<file path="config.mk">
export PLATFORM = sky130hd
export DESIGN_NAME = iopc_io_pin_config_regs
export DESIGN_NICKNAME = d
export VERILOG_FILES = /design/src/rtl/iopc_pkg.sv /design/src/rtl/iopc_io_pin_config_regs.sv /design/src/rtl/iopc_pin_drive.sv /design/src/rtl/iopc_pin_sync.sv
export SDC_FILE = /design/constraint.sdc
export NUM_CORES = 1
export LEC_CHECK = 0
export ABC_AREA = 1
export BUFFER_PORTS_ARGS = -buffer_cell sky130_fd_sc_hd__buf_2
export CORE_MARGIN = 2
export CORE_UTILIZATION = 35
export DETAILED_ROUTE_END_ITERATION = 8
export HOLD_SLACK_MARGIN = 0.05
export SLEW_MARGIN = 20
export SYNTH_ARGS = -nofsm -noshare
export SYNTH_HDL_FRONTEND = slang
export SYNTH_SLANG_ARGS = --single-unit
</file>
<file path="constraint.sdc">
create_clock -name clk_in -period 4.5 [get_ports clk_in]
set_clock_uncertainty 0.2 [all_clocks]
set_input_delay 1.35 -clock clk_in [delete_from_list [all_inputs] [get_ports clk_in]]
set_output_delay 1.35 -clock clk_in [all_outputs]
set_load 0.03 [all_outputs]
</file>
<file path="src/rtl/iopc_pkg.sv">
// Constants for the I/O pin configuration register pair.
// Assumes a 6-bit register address and 16-bit registers reached over the serial config port.
package iopc_pkg;

  localparam int ADDR_W = 6;
  localparam int REG_W = 16;
  localparam int SRC_N = 32;

  // Register offsets
  localparam logic [5:0] OFS_IO_FIRST = 6'h1C;
  localparam logic [5:0] OFS_IO_SECOND = 6'h1D;

  // First register fields
  localparam int BIT_ACCEPT_BEACON = 11;
  localparam int BIT_FIFO_INV = 10;
  localparam int BIT_THR_INV = 9;
  localparam int BIT_FD_INV = 8;
  localparam int BIT_CC_INV = 7;
  localparam int THR_MSB = 6;
  localparam int THR_LSB = 0;
  localparam logic [6:0] THR_RST = 7'h40;
  localparam logic [15:0] IO_FIRST_RST = 16'h0040;
  localparam logic [15:0] IO_FIRST_MASK = 16'h0FFF;

  // Second register fields
  localparam int DBG_MSB = 12;
  localparam int DBG_LSB = 10;
  localparam int FD_SEL_MSB = 9;
  localparam int FD_SEL_LSB = 5;
  localparam int CC_SEL_MSB = 4;
  localparam int CC_SEL_LSB = 0;
  localparam logic [15:0] IO_SECOND_RST = 16'h0000;
  localparam logic [15:0] IO_SECOND_MASK = 16'h1FFF;

  // Debug serial source codes; 4 and 5 are reserved
  localparam logic [2:0] DBG_OFF = 3'h0;
  localparam logic [2:0] DBG_GAIN_STATUS = 3'h1;
  localparam logic [2:0] DBG_ADC_OUT = 3'h2;
  localparam logic [2:0] DBG_FILTERED_IQ = 3'h3;
  localparam logic [2:0] DBG_ADC_IN = 3'h6;
  localparam logic [2:0] DBG_DAC_IN = 3'h7;

  // Serial frame: command byte then one 16-bit word, msb first
  localparam logic [4:0] CMD_BITS = 5'h08;
  localparam logic [4:0] DATA_BITS = 5'h10;
  localparam int CMD_RAM_BIT = 7;
  localparam int CMD_READ_BIT = 6;

  typedef enum logic [3:0] {
    ST_IDLE = 4'b0001,
    ST_CMD = 4'b0010,
    ST_DATA = 4'b0100,
    ST_DONE = 4'b1000
  } iopc_state_t;

endpackage : iopc_pkg
</file>
<file path="src/rtl/iopc_io_pin_config_regs.sv">
// I/O pin configuration register pair with its serial config port and pin logic.
// Assumes serial clock idles low, data sampled on its rising edge, csn low frames one access.
//
// Contract
// - With accept-all set, every beacon is accepted; with it clear, only beacons whose network id matches.
// - Every beacon is accepted while address recognition is disabled, accept-all or not.
// - Bit 10 inverts the FIFO indicator pin: 0 active high, 1 active low.
// - Bit 9 inverts the FIFO threshold indicator pin: 0 active high, 1 active low.
// - Bit 8 inverts the frame delimiter pin: 0 active high, 1 active low.
// - Bit 7 inverts the clear channel pin: 0 active high, 1 active low.
// - Bits 6 to 0, reset 64, give the receive byte count at which the threshold flag goes active.
// - Bits 12 to 10 of the second register select the debug serial source.
// - Bits 9 to 5 of the second register pick the frame delimiter pin source, reset zero.
// - Bits 4 to 0 of the second register pick the clear channel pin source, reset zero.
`timescale 1ns/10ps
module iopc_io_pin_config_regs
  import iopc_pkg::*;
(
  input wire logic clk_in,
  input wire logic srst_in,
  input wire logic spi_sclk_in,
  input wire logic spi_csn_in,
  input wire logic spi_si_in,
  output logic spi_so_out,
  input wire logic [7:0] rx_fifo_bytes_in,
  input wire logic rx_fifo_nonempty_in,
  input wire logic [31:0] frame_delim_src_in,
  input wire logic [31:0] clear_channel_src_in,
  input wire logic addr_decode_en_in,
  input wire logic beacon_pan_match_in,
  output logic beacon_accept_out,
  output logic [2:0] debug_serial_source_out,
  output logic fifo_pin_out,
  output logic rx_threshold_flag_pin_out,
  output logic frame_delim_pin_out,
  output logic clear_channel_pin_out
);

  typedef struct packed {
    iopc_state_t st;
    logic [4:0] cnt;
    logic [15:0] sh;
    logic [15:0] tx;
    logic [5:0] addr;
    logic wr_ok;
    logic so;
    logic sclk_q;
    logic bcn;
    logic [2:0] dbg;
    logic [15:0] io_first;
    logic [15:0] io_second;
  } iopc_regs_t;

  // Idle serial port, registers at their defaults
  localparam iopc_regs_t REGS_RST = '{
    st: ST_IDLE,
    cnt: 5'h00,
    sh: 16'h0000,
    tx: 16'h0000,
    addr: 6'h00,
    wr_ok: 1'b0,
    so: 1'b0,
    sclk_q: 1'b0,
    bcn: 1'b0,
    dbg: DBG_OFF,
    io_first: IO_FIRST_RST,
    io_second: IO_SECOND_RST
  };

  iopc_regs_t r_ff;
  iopc_regs_t nxt_r;

  logic [2:0] pins_sync;
  logic sclk_s;
  logic csn_s;
  logic si_s;
  logic sclk_rise;
  logic sclk_fall;
  logic wr_first;
  logic wr_second;
  logic [15:0] wr_word;
  logic thr_active;
  logic fd_active;
  logic cc_active;
  logic [3:0] pin_active;
  logic [3:0] pin_invert;
  logic [3:0] pins;

  // Source pick is shared by both pin multiplexers
  function automatic logic pick_src(input logic [31:0] src, input logic [4:0] sel);
    pick_src = src[sel];
  endfunction : pick_src

  // Unmapped offsets read as zero
  function automatic logic [15:0] read_word(input logic [5:0] addr, input logic [15:0] first,
                                            input logic [15:0] second);
    read_word = 16'h0000;
    if (addr == OFS_IO_FIRST) begin
      read_word = first;
    end else if (addr == OFS_IO_SECOND) begin
      read_word = second;
    end
  endfunction : read_word

  iopc_pin_sync #(
    .W(3),
    .RST_VAL(3'h2)
  ) u_sync (
    .clk_in(clk_in),
    .srst_in(srst_in),
    .raw_in({spi_si_in, spi_csn_in, spi_sclk_in}),
    .level_out(pins_sync)
  );

  assign sclk_s = pins_sync[0];
  assign csn_s = pins_sync[1];
  assign si_s = pins_sync[2];
  assign sclk_rise = sclk_s & ~r_ff.sclk_q;
  assign sclk_fall = ~sclk_s & r_ff.sclk_q;

  always_comb begin
    logic [15:0] nsh;
    logic last_data;
    nsh = {r_ff.sh[14:0], si_s};
    last_data = 1'b0;
    nxt_r = r_ff;
    nxt_r.sclk_q = sclk_s;
    wr_first = 1'b0;
    wr_second = 1'b0;
    wr_word = 16'h0000;
    if (csn_s) begin
      nxt_r.st = ST_IDLE;
      nxt_r.so = 1'b0;
    end else begin
      case (r_ff.st)
        ST_IDLE: begin
          nxt_r.st = ST_CMD;
          nxt_r.cnt = 5'h00;
          nxt_r.so = 1'b0;
          nxt_r.wr_ok = 1'b0;
        end
        ST_CMD: begin
          if (sclk_rise) begin
            nxt_r.sh = nsh;
            nxt_r.cnt = r_ff.cnt + 5'h01;
            if (r_ff.cnt == CMD_BITS - 5'h01) begin
              // Memory-space accesses are not ours: neither read data nor writes
              nxt_r.wr_ok = ~nsh[CMD_READ_BIT] & ~nsh[CMD_RAM_BIT];
              // The address is kept aside because the data bits push it out of sh
              nxt_r.addr = nsh[ADDR_W-1:0];
              nxt_r.tx = nsh[CMD_RAM_BIT] ? 16'h0000
                       : read_word(nsh[ADDR_W-1:0], r_ff.io_first, r_ff.io_second);
              nxt_r.cnt = 5'h00;
              nxt_r.st = ST_DATA;
            end
          end
        end
        ST_DATA: begin
          // Read data moves on the falling edge so it is settled at the host's rising edge
          if (sclk_fall) begin
            nxt_r.so = r_ff.tx[15];
            nxt_r.tx = {r_ff.tx[14:0], 1'b0};
          end
          if (sclk_rise) begin
            nxt_r.sh = nsh;
            nxt_r.cnt = r_ff.cnt + 5'h01;
            if (r_ff.cnt == DATA_BITS - 5'h01) begin
              nxt_r.st = ST_DONE;
              last_data = 1'b1;
            end
          end
        end
        ST_DONE: begin
          nxt_r.so = 1'b0;
        end
        default: begin
          nxt_r.st = ST_IDLE;
        end
      endcase
    end
    // A frame cut before its last bit writes nothing
    if (last_data && r_ff.wr_ok) begin
      wr_word = nsh;
      wr_first = (r_ff.addr == OFS_IO_FIRST);
      wr_second = (r_ff.addr == OFS_IO_SECOND);
    end
    // Reserved bits are dropped so they always read back as zero
    if (wr_first) begin
      nxt_r.io_first = wr_word & IO_FIRST_MASK;
    end
    if (wr_second) begin
      nxt_r.io_second = wr_word & IO_SECOND_MASK;
    end
    nxt_r.bcn = ~addr_decode_en_in | r_ff.io_first[BIT_ACCEPT_BEACON] | beacon_pan_match_in;
    nxt_r.dbg = r_ff.io_second[DBG_MSB:DBG_LSB];
  end

  assign thr_active = rx_fifo_bytes_in >= {1'b0, r_ff.io_first[THR_MSB:THR_LSB]};
  assign fd_active = pick_src(frame_delim_src_in, r_ff.io_second[FD_SEL_MSB:FD_SEL_LSB]);
  assign cc_active = pick_src(clear_channel_src_in, r_ff.io_second[CC_SEL_MSB:CC_SEL_LSB]);
  assign pin_active = {rx_fifo_nonempty_in, thr_active, fd_active, cc_active};
  assign pin_invert = {r_ff.io_first[BIT_FIFO_INV], r_ff.io_first[BIT_THR_INV],
                       r_ff.io_first[BIT_FD_INV], r_ff.io_first[BIT_CC_INV]};

  iopc_pin_drive u_drive (
    .clk_in(clk_in),
    .srst_in(srst_in),
    .active_in(pin_active),
    .invert_in(pin_invert),
    .pin_out(pins)
  );

  assign fifo_pin_out = pins[3];
  assign rx_threshold_flag_pin_out = pins[2];
  assign frame_delim_pin_out = pins[1];
  assign clear_channel_pin_out = pins[0];

  always_ff @(posedge clk_in) begin
    if (srst_in) begin
      r_ff <= REGS_RST;
    end else begin
      r_ff <= nxt_r;
    end
  end

  assign spi_so_out = r_ff.so;
  assign beacon_accept_out = r_ff.bcn;
  assign debug_serial_source_out = r_ff.dbg;

  bcn_ignored_a: assert property (@(posedge clk_in) disable iff (srst_in)
    !addr_decode_en_in |=> beacon_accept_out)
    else $error("beacon rejected while address decode is off");

  accept_all_beacons_all_a: assert property (@(posedge clk_in) disable iff (srst_in)
    (addr_decode_en_in && r_ff.io_first[BIT_ACCEPT_BEACON]) |=> beacon_accept_out)
    else $error("beacon rejected with accept-all set");

  bcn_match_only_a: assert property (@(posedge clk_in) disable iff (srst_in)
    (addr_decode_en_in && !r_ff.io_first[BIT_ACCEPT_BEACON])
    |=> beacon_accept_out == $past(beacon_pan_match_in))
    else $error("beacon acceptance does not follow the network id match");

  dbg_source_a: assert property (@(posedge clk_in) disable iff (srst_in)
    1'b1 |=> debug_serial_source_out == $past(r_ff.io_second[DBG_MSB:DBG_LSB]))
    else $error("debug source output differs from its field");

  thr_reset_a: assert property (@(posedge clk_in)
    srst_in |=> r_ff.io_first[THR_MSB:THR_LSB] == THR_RST)
    else $error("byte threshold not at its reset value");

  write_first_a: assert property (@(posedge clk_in) disable iff (srst_in)
    wr_first |=> r_ff.io_first == $past(wr_word & IO_FIRST_MASK))
    else $error("write to first register did not land");

  write_second_a: assert property (@(posedge clk_in) disable iff (srst_in)
    wr_second |=> r_ff.io_second == $past(wr_word & IO_SECOND_MASK))
    else $error("write to second register did not land");

  fifo_pin_a: assert property (@(posedge clk_in) disable iff (srst_in)
    1'b1 |=> fifo_pin_out == $past(rx_fifo_nonempty_in ^ r_ff.io_first[BIT_FIFO_INV]))
    else $error("fifo pin level wrong");

  thr_pin_a: assert property (@(posedge clk_in) disable iff (srst_in)
    1'b1 |=> rx_threshold_flag_pin_out == $past(thr_active ^ r_ff.io_first[BIT_THR_INV]))
    else $error("threshold pin level wrong");

  fd_pin_a: assert property (@(posedge clk_in) disable iff (srst_in)
    1'b1 |=> frame_delim_pin_out == $past(fd_active ^ r_ff.io_first[BIT_FD_INV]))
    else $error("frame delimiter pin level wrong");

  cc_pin_a: assert property (@(posedge clk_in) disable iff (srst_in)
    1'b1 |=> clear_channel_pin_out == $past(cc_active ^ r_ff.io_first[BIT_CC_INV]))
    else $error("clear channel pin level wrong");

  reserved_zero_a: assert property (@(posedge clk_in) disable iff (srst_in)
    ((r_ff.io_first & ~IO_FIRST_MASK) == 16'h0000)
    && ((r_ff.io_second & ~IO_SECOND_MASK) == 16'h0000))
    else $error("reserved register bits hold a one");

  so_idle_a: assert property (@(posedge clk_in) disable iff (srst_in)
    csn_s |=> !spi_so_out)
    else $error("serial output driven outside a frame");

  cov_write_first: cover property (@(posedge clk_in) disable iff (srst_in) wr_first);

  cov_write_second: cover property (@(posedge clk_in) disable iff (srst_in) wr_second);

  cov_thr_inverted: cover property (@(posedge clk_in) disable iff (srst_in)
    thr_active && r_ff.io_first[BIT_THR_INV]);

  cov_bcn_filtered: cover property (@(posedge clk_in) disable iff (srst_in)
    addr_decode_en_in && !beacon_pan_match_in && !r_ff.io_first[BIT_ACCEPT_BEACON]);

endmodule : iopc_io_pin_config_regs

</file>
<file path="src/rtl/iopc_pin_drive.sv">
// Output stage for the four status pins: polarity inversion then a register.
// Assumes active-high internal indicators from the same clock domain.
`timescale 1ns/10ps
module iopc_pin_drive (
  input wire logic clk_in,
  input wire logic srst_in,
  input wire logic [3:0] active_in,
  input wire logic [3:0] invert_in,
  output logic [3:0] pin_out
);

  typedef struct packed {
    logic [3:0] pin;
  } iopc_drive_t;

  iopc_drive_t r_ff;
  iopc_drive_t nxt_r;

  // Inversion sits before the register so a polarity write shows on the next edge
  always_comb begin
    nxt_r.pin = active_in ^ invert_in;
  end

  // Reset value matches an idle, non-inverted pin
  always_ff @(posedge clk_in) begin
    if (srst_in) begin
      r_ff <= '0;
    end else begin
      r_ff <= nxt_r;
    end
  end

  assign pin_out = r_ff.pin;

endmodule : iopc_pin_drive

</file>
<file path="src/rtl/iopc_pin_sync.sv">
// Three-stage input synchroniser with agreement filter.
// Assumes asynchronous pins; the filtered level only moves when stages two and three agree.
`timescale 1ns/10ps
module iopc_pin_sync #(
  parameter int W = 3,
  parameter logic [W-1:0] RST_VAL = '0
) (
  input wire logic clk_in,
  input wire logic srst_in,
  input wire logic [W-1:0] raw_in,
  output logic [W-1:0] level_out
);

  typedef struct packed {
    logic [W-1:0] s1;
    logic [W-1:0] s2;
    logic [W-1:0] s3;
    logic [W-1:0] lvl;
  } iopc_sync_t;

  iopc_sync_t r_ff;
  iopc_sync_t nxt_r;

  always_comb begin
    nxt_r = r_ff;
    nxt_r.s1 = raw_in;
    nxt_r.s2 = r_ff.s1;
    nxt_r.s3 = r_ff.s2;
    for (int i = 0; i < W; i++) begin
      if (r_ff.s2[i] == r_ff.s3[i]) begin
        nxt_r.lvl[i] = r_ff.s3[i];
      end
    end
  end

  always_ff @(posedge clk_in) begin
    if (srst_in) begin
      r_ff <= {RST_VAL, RST_VAL, RST_VAL, RST_VAL};
    end else begin
      r_ff <= nxt_r;
    end
  end

  assign level_out = r_ff.lvl;

endmodule : iopc_pin_sync

</file>
==> results.yml, run 1 <==
final_layout:
  n_antenna_cell: 0
  syn_to_final_growth_pct: 17.9
  nets: 798
  fill_cells: 1321
  multi_input_area_um2: 2280
  drive_above_1_share_pct: 21.4
  layout_commonest_cell: "nand2_1"
  layout_common_cells: "nand2_1, dfxtp_1, buf_2"
  register_area_um2: 1820
  post-route-util_pct: 42.4
routing:
  wl_um: 11300
  ant_nets: 0
  first_pass_iters: 4
  drt_iter0_markers: 191
  via_count: 4327
  drcViolationCount: 0
  wire_per_inst_um: 12.7
  viasPerCell: 4.88
grt:
  grt_first_pass_wirelength_um: 19200
  grt_pass1_vias: 4131
  grt_max_degree: 45
  grt_antenna_before_repair: 0
  overflow: 0
  track_usage_pct: 16.6
critical_path:
  arrival_ns: 2.65
  crit_path_start_kind: "input pin"
  path_buf_inv: 3
  worst-path-max-fanout: 32
  slowest_delay_ns: 0.64
  worst_path_max_delay_cell: "inv_1"
  cp.required_ns: 4.56
  cp_top_family: "buffers and inverters"
  endpoint_kind: "flop"
  worstSetupPathType: "in -> reg"
  path_cells: "buf_2 > inv_1 > buf_4 > o21ai_0 > a21oi_1"
synthesis:
  syn_area_um2: 4550
  synth_warnings: 0
  seq_area_frac_synth_pct: 40.0
  ys_ff_latch: 91
  synth_edf_count: 0
  yosys_most_used_dff: "dfxtp_1"
  synth_nets: 728
  synth.distinct_cells: 42
  synth_cells: 639
  postSynthAreaPerCell_um2: 7.13
  synthArstFlopShare_pct: 0
placed_design:
  gp_congestion: 0.839
  dp_hpwl_um: 8250
  place.port_buffers: 88
min_path:
  min_path_type: "reg -> reg"
status:
  status: "complete, no violations"
timing:
  worst_pin_slew_ns: 0.900
  slew_violations: 0
  setup_tns_ns: 0
  finalHoldViolCount: 0
  setup_viol: 0
  period_share_pct: 57.6
  clock.fmax_mhz: 386
  slew_headroom_pct: 40.0
  period_needed_ns: 2.59
  rsz0062_at_grt: "false"
clock_tree:
  cts_resized: 0
  clk_latency_ns: 0.33
  cts_tree: "done"
  cts_made_buffers: 9
  hold_buffers: 0
  clkTransAtPathRegs_ns: 0.06
  cts.htree.levels: 3
  cts-root-buf: "clkbuf_16"
  cts.sinks: 91
  post_cts_buffers: 0
  cts_buffer_depth: 2
power:
  power.density_nw_per_um2: 312
  p_leak_uw: 0.00231
  vdd_ir_drop_max_v: 0.000157
floorplan:
  start_util_pct: 35.9
  io_pins: 89
  rows: 41
  dieArea_um2: 13900
  die_y_um: 118
  core_um2: 12700
  die_x_um: 118
job:
  maxCapViolCount: 0
## synth_stat cells (2+ instances only)
master / n / area [um2]
nand2_1: 142 / 533
dfxtp_1: 91 / 1820
inv_1: 65 / 244
nand3_1: 65 / 325
a21oi_1: 61 / 305
nor2_1: 51 / 191
o21ai_1: 22 / 110
o21ai_0: 19 / 95.1
o22ai_1: 12 / 75.1
buf_2: 11 / 55.1
clkbuf_1: 11 / 41.3
ha_1: 9 / 113
a21oi_2: 7 / 61.3
inv_2: 7 / 26.3
o21ai_2: 7 / 61.3
a211oi_2: 6 / 75.1
buf_4: 5 / 37.5
nor3_1: 5 / 25.0
nand2_2: 4 / 25.0
nand4_1: 4 / 25.0
nor2_2: 4 / 25.0
a211oi_1: 3 / 22.5
or2_2: 3 / 18.8
buf_1: 2 / 7.51
buf_6: 2 / 22.5
clkinv_1: 2 / 7.51
nand3b_1: 2 / 15.0
nor2_4: 2 / 22.5
o211ai_1: 2 / 15.0
## logic make-up (layout without fill, tap and decap cells)
| group | after synthesis | after routing | share of synthesized area (%) |
|---|---|---|---|
| and+or+nand+nor | 288 | 288 | 28.2 |
| AOI/OAI and AO/OA | 143 | 143 | 19.1 |
| buffers and inverters | 106 | 181 | 9.84 |
| DFF | 91 | 91 | 40.0 |
| adders and majority gates | 9 | 9 | 2.47 |
| xor gates and xnor gates | 2 | 2 | 0.385 |
## layer usage
metal	up-vias	wire (um)	GRT usage, %
li1	2233	-	-
met1	1987	5250	20.3
met2	95	5460	29.4
met3	12	421	3.83
met4	0	138	3.77
met5	-	0	0
## power by group
| group | switching [uW] | leakage (uW) | internal, uW |
|---|---|---|---|
| registers | 2.00 | 0.000736 | 812 |
| logic | 48.6 | 0.00142 | 43.8 |
| clock network | 290 | 0.000150 | 477 |
## metrics by stage
stage	hold WS (ns)	instance area, um2	setup WS [ns]	cells	power, uW
6_report	0.202	5370	1.91	886	1670
3_3_place_gp	0.190	5060	1.57	870	923
3_5_place_dp	0.198	5060	1.54	870	925
2_1_floorplan	0.188	4550	1.96	639	878
5_1_grt	0.221	5370	1.75	886	1750
4_1_cts	0.207	5370	1.89	886	1690
## final timing paths
path	start	to	slack (ns)	cells after the start
min reg2reg	u_sync.nxt_r[6]	u_sync.nxt_r[3]	0.20	2
min	u_sync.nxt_r[6]	u_sync.nxt_r[3]	0.20	2
max reg2reg	r_ff[77]	r_ff[16]	2.02	9
max	srst_in	r_ff[16]	1.91	5
## worst min-delay path, cell delays in order, from the launching register on
cell	delay (ns)
dfxtp_1	0.29
inv_1	0.04
nor2_1	0.03
## cell type report
cell class	count	share of cell area (%)
sequential	91	33.9
inverter	75	5.29
multi-input combinational	442	42.6
clock inverter	1	0.559
timing repair buffer	90	8.48
tap	172	4.01
clock buffer	15	5.17
## registers in the layout, indices dropped and copies added (netlist names), 3 cells and up
register / cells
pin_invert: 4
u_sync.level_out: 3
r_ff: 63
debug_serial_source_out: 3
u_sync.nxt_r: 6
nxt_r: 3
u_drive.pin_out: 4
u_sync.r_ff: 3
No activity file was read; power rests on OpenSTA's default activity.
==> run 2: changes to the inputs <==
==> constraint.sdc (replaced) <==
create_clock -name clk_in -period 2.2 [get_ports clk_in]
set_clock_uncertainty 0.2 [all_clocks]
set_input_delay 0.66 -clock clk_in [delete_from_list [all_inputs] [get_ports clk_in]]
set_output_delay 0.66 -clock clk_in [all_outputs]
set_load 0.03 [all_outputs]
==> run 2 against run 1 <==
Power increased by 110%. Worst setup slack got worse by 1.7 ns. First-iteration DRC count decreased by 15%. Routed wire length decreased by 0.55%. Flip-flop and latch count unchanged. Worst hold slack got worse by 0.00099 ns. Utilization increased by 1.8 points. Global-route usage decreased by 0.41 points. Die area unchanged. Critical path depth increased by 4. Final area increased by 4.2%. Critical path type is now reg -> reg.
==> results.yml, run 2 (synthesized netlist as in run 1, its figures left out) <==
final_layout:
  max_flop_register: "r_ff"
  post-route-util_pct: 44.2
  drive_above_1_share_pct: 24.4
  largest_reg_flops: 63
  n_antenna_cell: 0
  layout_common_cells: "nand2_1, dfxtp_1, buf_2"
  nets: 821
  layout_commonest_cell: "nand2_1"
  syn_to_final_growth_pct: 22.9
timing:
  clock.fmax_mhz: 494
  slew_violations: 0
  period_needed_ns: 2.02
  setup_tns_ns: 0
  setup_viol: 0
  holdWs_ns: 0.201
  period_share_pct: 91.9
  rsz0062_at_grt: "false"
  finalHoldViolCount: 0
  fin_ws_ns: 0.177
  slew_headroom_pct: 72.2
  worst_pin_slew_ns: 0.417
power:
  p_seq_share_pct: 47.4
  power.density_nw_per_um2: 628
  pwr-share-comb_pct: 5.6
  intPower_uw: 2780
  p_leak_uw: 0.00242
  p_sw_share_pct: 20.9
  p_clk_share_pct: 47.1
  vdd_ir_drop_max_v: 0.000392
  switchingPower_uw: 734
critical_path:
  worst_path_max_delay_cell: "dfxtp_1"
  crit_path_start_kind: "flop"
  path_buf_inv: 1
  endpoint_kind: "flop"
  cp_top_family: "simple AND/OR/NAND/NOR gates"
  slowest_delay_ns: 0.36
  worstSetupPathType: "reg -> reg"
  worst-path-max-fanout: 14
  cp_common_cell: "nand2_2"
  arrival_ns: 2.03
  path_cells: "ha_1 > nand2_2 > nor3_4 > nand2_2 > a21oi_4 > nand2_8 > buf_4 > o21ai_1 > a21oi_1"
  cp.required_ns: 2.21
grt:
  grt_pass1_vias: 4229
  grt_first_pass_wirelength_um: 18900
  grt_max_degree: 42
  grt_antenna_before_repair: 0
  overflow: 0
  track_usage_pct: 16.2
floorplan:
  io_pins: 89
  core_um2: 12700
  die_x_um: 118
  start_util_pct: 35.9
  dieArea_um2: 13900
  rows: 41
  die_y_um: 118
routing:
  viasPerCell: 4.80
  via_count: 4361
  wire_per_inst_um: 12.3
  first_pass_iters: 4
  wl_um: 11200
  drcViolationCount: 0
  drt_iter0_markers: 163
  ant_nets: 0
job:
  maxCapViolCount: 0
clock_tree:
  clkTransAtPathRegs_ns: 0.06
  cts.sinks: 91
  cts_tree: "done"
  cts.htree.levels: 3
  cts-root-buf: "clkbuf_16"
  cts_made_buffers: 9
  cts_buffer_depth: 2
  clk_latency_ns: 0.33
  hold_buffers: 0
status:
  status: "complete, no violations"
min_path:
  min_path_type: "reg -> reg"
placed_design:
  gp_congestion: 0.827
  place.port_buffers: 88
  dp_hpwl_um: 8490
  place_ws_ns: 0.161
-- run 2: changes by cell type in the layout (fill, tap and decap cells not counted), sizes merged --
cell      change
clkinvlp      +2
clkinv        +2
bufinv        +1
clkbuf        -5
buf          +23
-- run 2: final timing paths --
check,cells after the start,startpoint,to,slack [ns]
worst max-delay path,9,r_ff[78],r_ff[49],0.18
worst min-delay path,2,u_sync.nxt_r[8],u_sync.nxt_r[5],0.20
worst max register to register,9,r_ff[78],r_ff[49],0.18
worst min register to register,2,u_sync.nxt_r[8],u_sync.nxt_r[5],0.20
-- run 2: tightest hold or removal path, delay by kind of cell, from the launching register on --
kind	cells	cell delay, ns
buffers and inverters	1	0.04
flip-flops	1	0.30
AND/OR/NAND/NOR	1	0.03
-- run 2: what timing repair did --
action | 4_1_cts | 5_1_grt
buffers inserted | 0 | 2
gates resized for setup | 0 | 3
endpoints found under the setup margin | 0 | 8
-- run 2: layout make-up --
type,instances,area [um2]
Clock inverter,6,88.8
Multi-Input combinational cell,442,2290
Clock buffer,10,239
Timing Repair Buffer,113,653
Inverter,75,284
Tap cell,172,215
Sequential cell,91,1820
Fill cell,1309,7070
-- run 2: power by group through the flow --
| stage | clock network, uW | logic (uW) | registers [uW] |
|---|---|---|---|
| 6_report | 1650 | 195 | 1660 |
| 5_1_grt | 1770 | 220 | 1660 |
| 4_1_cts | 1680 | 196 | 1660 |
| 3_5_place_dp | 0 | 195 | 1700 |
| 3_3_place_gp | 0 | 191 | 1700 |
| 2_1_floorplan | 0 | 84.4 | 1710 |
-- run 2: per-layer routing --
metal / vias up / routed length [um] / global-route usage (%)
met2: 94 / 5230 / 27.9
met5: - / 0 / 0
li1: 2282 / - / -
met4: 0 / 211 / 5.27
met1: 1965 / 5310 / 20.0
met3: 20 / 459 / 3.39
-- run 2: stage by stage --
stage                     instance area (um2)  instances  total power [uW]
final                                    5600        909              3510
after detailed placement                 5240        891              1900
after global placement                   5240        891              1890
after floorplan                          4550        639              1800
after CTS                                5570        907              3550
after global routing                     5600        909              3650
==> run 3: changes to the inputs <==
--- a/config.mk
+++ b/config.mk
@@ -11,6 +11,7 @@
 export CORE_UTILIZATION = 35
 export DETAILED_ROUTE_END_ITERATION = 8
 export HOLD_SLACK_MARGIN = 0.05
+export SETUP_SLACK_MARGIN = 0.3
 export SLEW_MARGIN = 20
 export SYNTH_ARGS = -nofsm -noshare
 export SYNTH_HDL_FRONTEND = slang
==> run 3 against run 2 <==
Clock power barely moved. Sequential share of layout area down 2.2 points. Via count rose by 4.2%. First-iteration DRC count up 36%. Utilization up 3.3 points. Global-route usage increased by 0.40 points. Die area unchanged. Combinational power is 4% higher. Critical path depth grew 1. Worst setup slack improved by 0.082 ns. Critical path type unchanged. Largest cell class unchanged. Largest power group unchanged.
==> results.yml, run 3 (synthesized netlist as in run 1, its figures left out) <==
status:
  status: "complete, no violations"
grt:
  overflow: 0
  grt_antenna_before_repair: 0
  track_usage_pct: 16.6
  grt_pass1_vias: 4295
  grt_first_pass_wirelength_um: 19300
  grt_max_degree: 42
final_layout:
  syn_to_final_growth_pct: 32.0
  drive_above_1_share_pct: 32.5
  layout_common_cells: "nand2_1, dfxtp_1, buf_2"
  fill_cells: 1255
  largest_reg_flops: 63
  max_flop_register: "r_ff"
  layout_commonest_cell: "nand2_1"
  n_antenna_cell: 0
  nets: 842
clock_tree:
  cts_buffer_depth: 2
  clk_latency_ns: 0.34
  cts_made_buffers: 9
  cts.htree.levels: 3
  cts_tree: "done"
  cts.sinks: 91
  cts-root-buf: "clkbuf_16"
  clkTransAtPathRegs_ns: 0.06
  hold_buffers: 0
timing:
  period_share_pct: 88.2
  finalHoldViolCount: 0
  period_needed_ns: 1.94
  rsz0062_at_grt: "true"
  setup_tns_ns: 0
  clock.fmax_mhz: 515
  slew_headroom_pct: 75.1
  slew_violations: 0
  setup_viol: 0
  worst_pin_slew_ns: 0.374
placed_design:
  dp_hpwl_um: 8490
  place.port_buffers: 88
  gp_congestion: 0.827
floorplan:
  rows: 41
  core_um2: 12700
  die_y_um: 118
  die_x_um: 118
  start_util_pct: 35.9
  io_pins: 89
  dieArea_um2: 13900
min_path:
  holdPathStages: 2
  min_path_type: "reg -> reg"
critical_path:
  crit_path_start_kind: "flop"
  worstSetupPathType: "reg -> reg"
  worst-path-max-fanout: 6
  endpoint_kind: "flop"
  reg2reg_depth: 10
  arrival_ns: 1.97
  cp.required_ns: 2.23
routing:
  first_pass_iters: 4
  drt_iter0_markers: 221
  wl_um: 12400
  wire_per_inst_um: 13.4
  ant_nets: 0
  drcViolationCount: 0
  viasPerCell: 4.88
  via_count: 4542
power:
  p_leak_uw: 0.00261
  total_power_uw: 3520
  vdd_ir_drop_max_v: 0.000397
  power.density_nw_per_um2: 586
job:
  maxCapViolCount: 0
run 3: changes by cell type in the layout (fill, tap and decap cells not counted), sizes merged:
cell | before | now
buf | 113 | 127
clkbuf | 10 | 12
clkinvlp | 2 | 5
inv | 73 | 72
nand2 | 147 | 148
nor2 | 58 | 59
or2 | 4 | 5
run 3: where the power goes:
group	internal (uW)	switching [uW]
Sequential	1660	4.56
Combinational	96.8	106
Clock	1030	631
Total	2780	741
run 3: final timing paths:
| kind | from | end | slack, ns |
|---|---|---|---|
| min | u_sync.nxt_r[8] | u_sync.nxt_r[5] | 0.20 |
| min reg2reg | u_sync.nxt_r[8] | u_sync.nxt_r[5] | 0.20 |
| max reg2reg | r_ff[77] | r_ff[42] | 0.26 |
| max | r_ff[77] | r_ff[42] | 0.26 |
run 3: metal layers:
layer / vias to the layer above / GRT usage, % / wire length, um
met4: 0 / 5.05 / 148
met3: 14 / 3.44 / 604
li1: 2326 / - / -
met5: - / 0 / 0
met1: 2091 / 20.3 / 5560
met2: 111 / 29.1 / 6130
run 3: per-stage QoR:
| step | hold slack [ns] | setup slack, ns | util [%] | instances | area (um2) |
|---|---|---|---|---|---|
| 2_1_floorplan | 0.188 | 0.344 | - | 639 | 4550 |
| 3_3_place_gp | 0.191 | 0.193 | 41.4 | 891 | 5240 |
| 3_5_place_dp | 0.195 | 0.161 | 41.4 | 891 | 5240 |
| 4_1_cts | 0.204 | 0.295 | 44.9 | 916 | 5690 |
| 5_1_grt | 0.232 | 0.168 | 47.4 | 930 | 6010 |
| 6_report | 0.200 | 0.259 | 47.4 | 930 | 6010 |
run 3: cell type report:
class,instances,area (um2),share of cell area (%)
Clock inverter,6,88.8,1.48
Inverter,75,293,4.87
Multi-Input combinational cell,445,2490,41.5
Clock buffer,10,239,3.98
Timing Repair inverter,2,15.0,0.250
Tap cell,172,215,3.58
Timing Repair Buffer,129,843,14.0
Sequential cell,91,1820,30.3
run 3: timing repair:
action                     4_1_cts  5_1_grt
cloned                           2        6
setup endpoints to repair       43       61
gates resized for setup         17       55
pin swaps                        4       10
setup buffers                    7        8
run 3: worst max-delay path, cell delays in order, from the launching register on:
cell	delay, ns
dfxtp_2	0.35
ha_4	0.15
nand2_4	0.07
nor3_4	0.15
nand2_2	0.11
buf_4	0.16
nor2_4	0.10
inv_2	0.06
or2_4	0.30
o21ai_2	0.13
a21oi_1	0.05
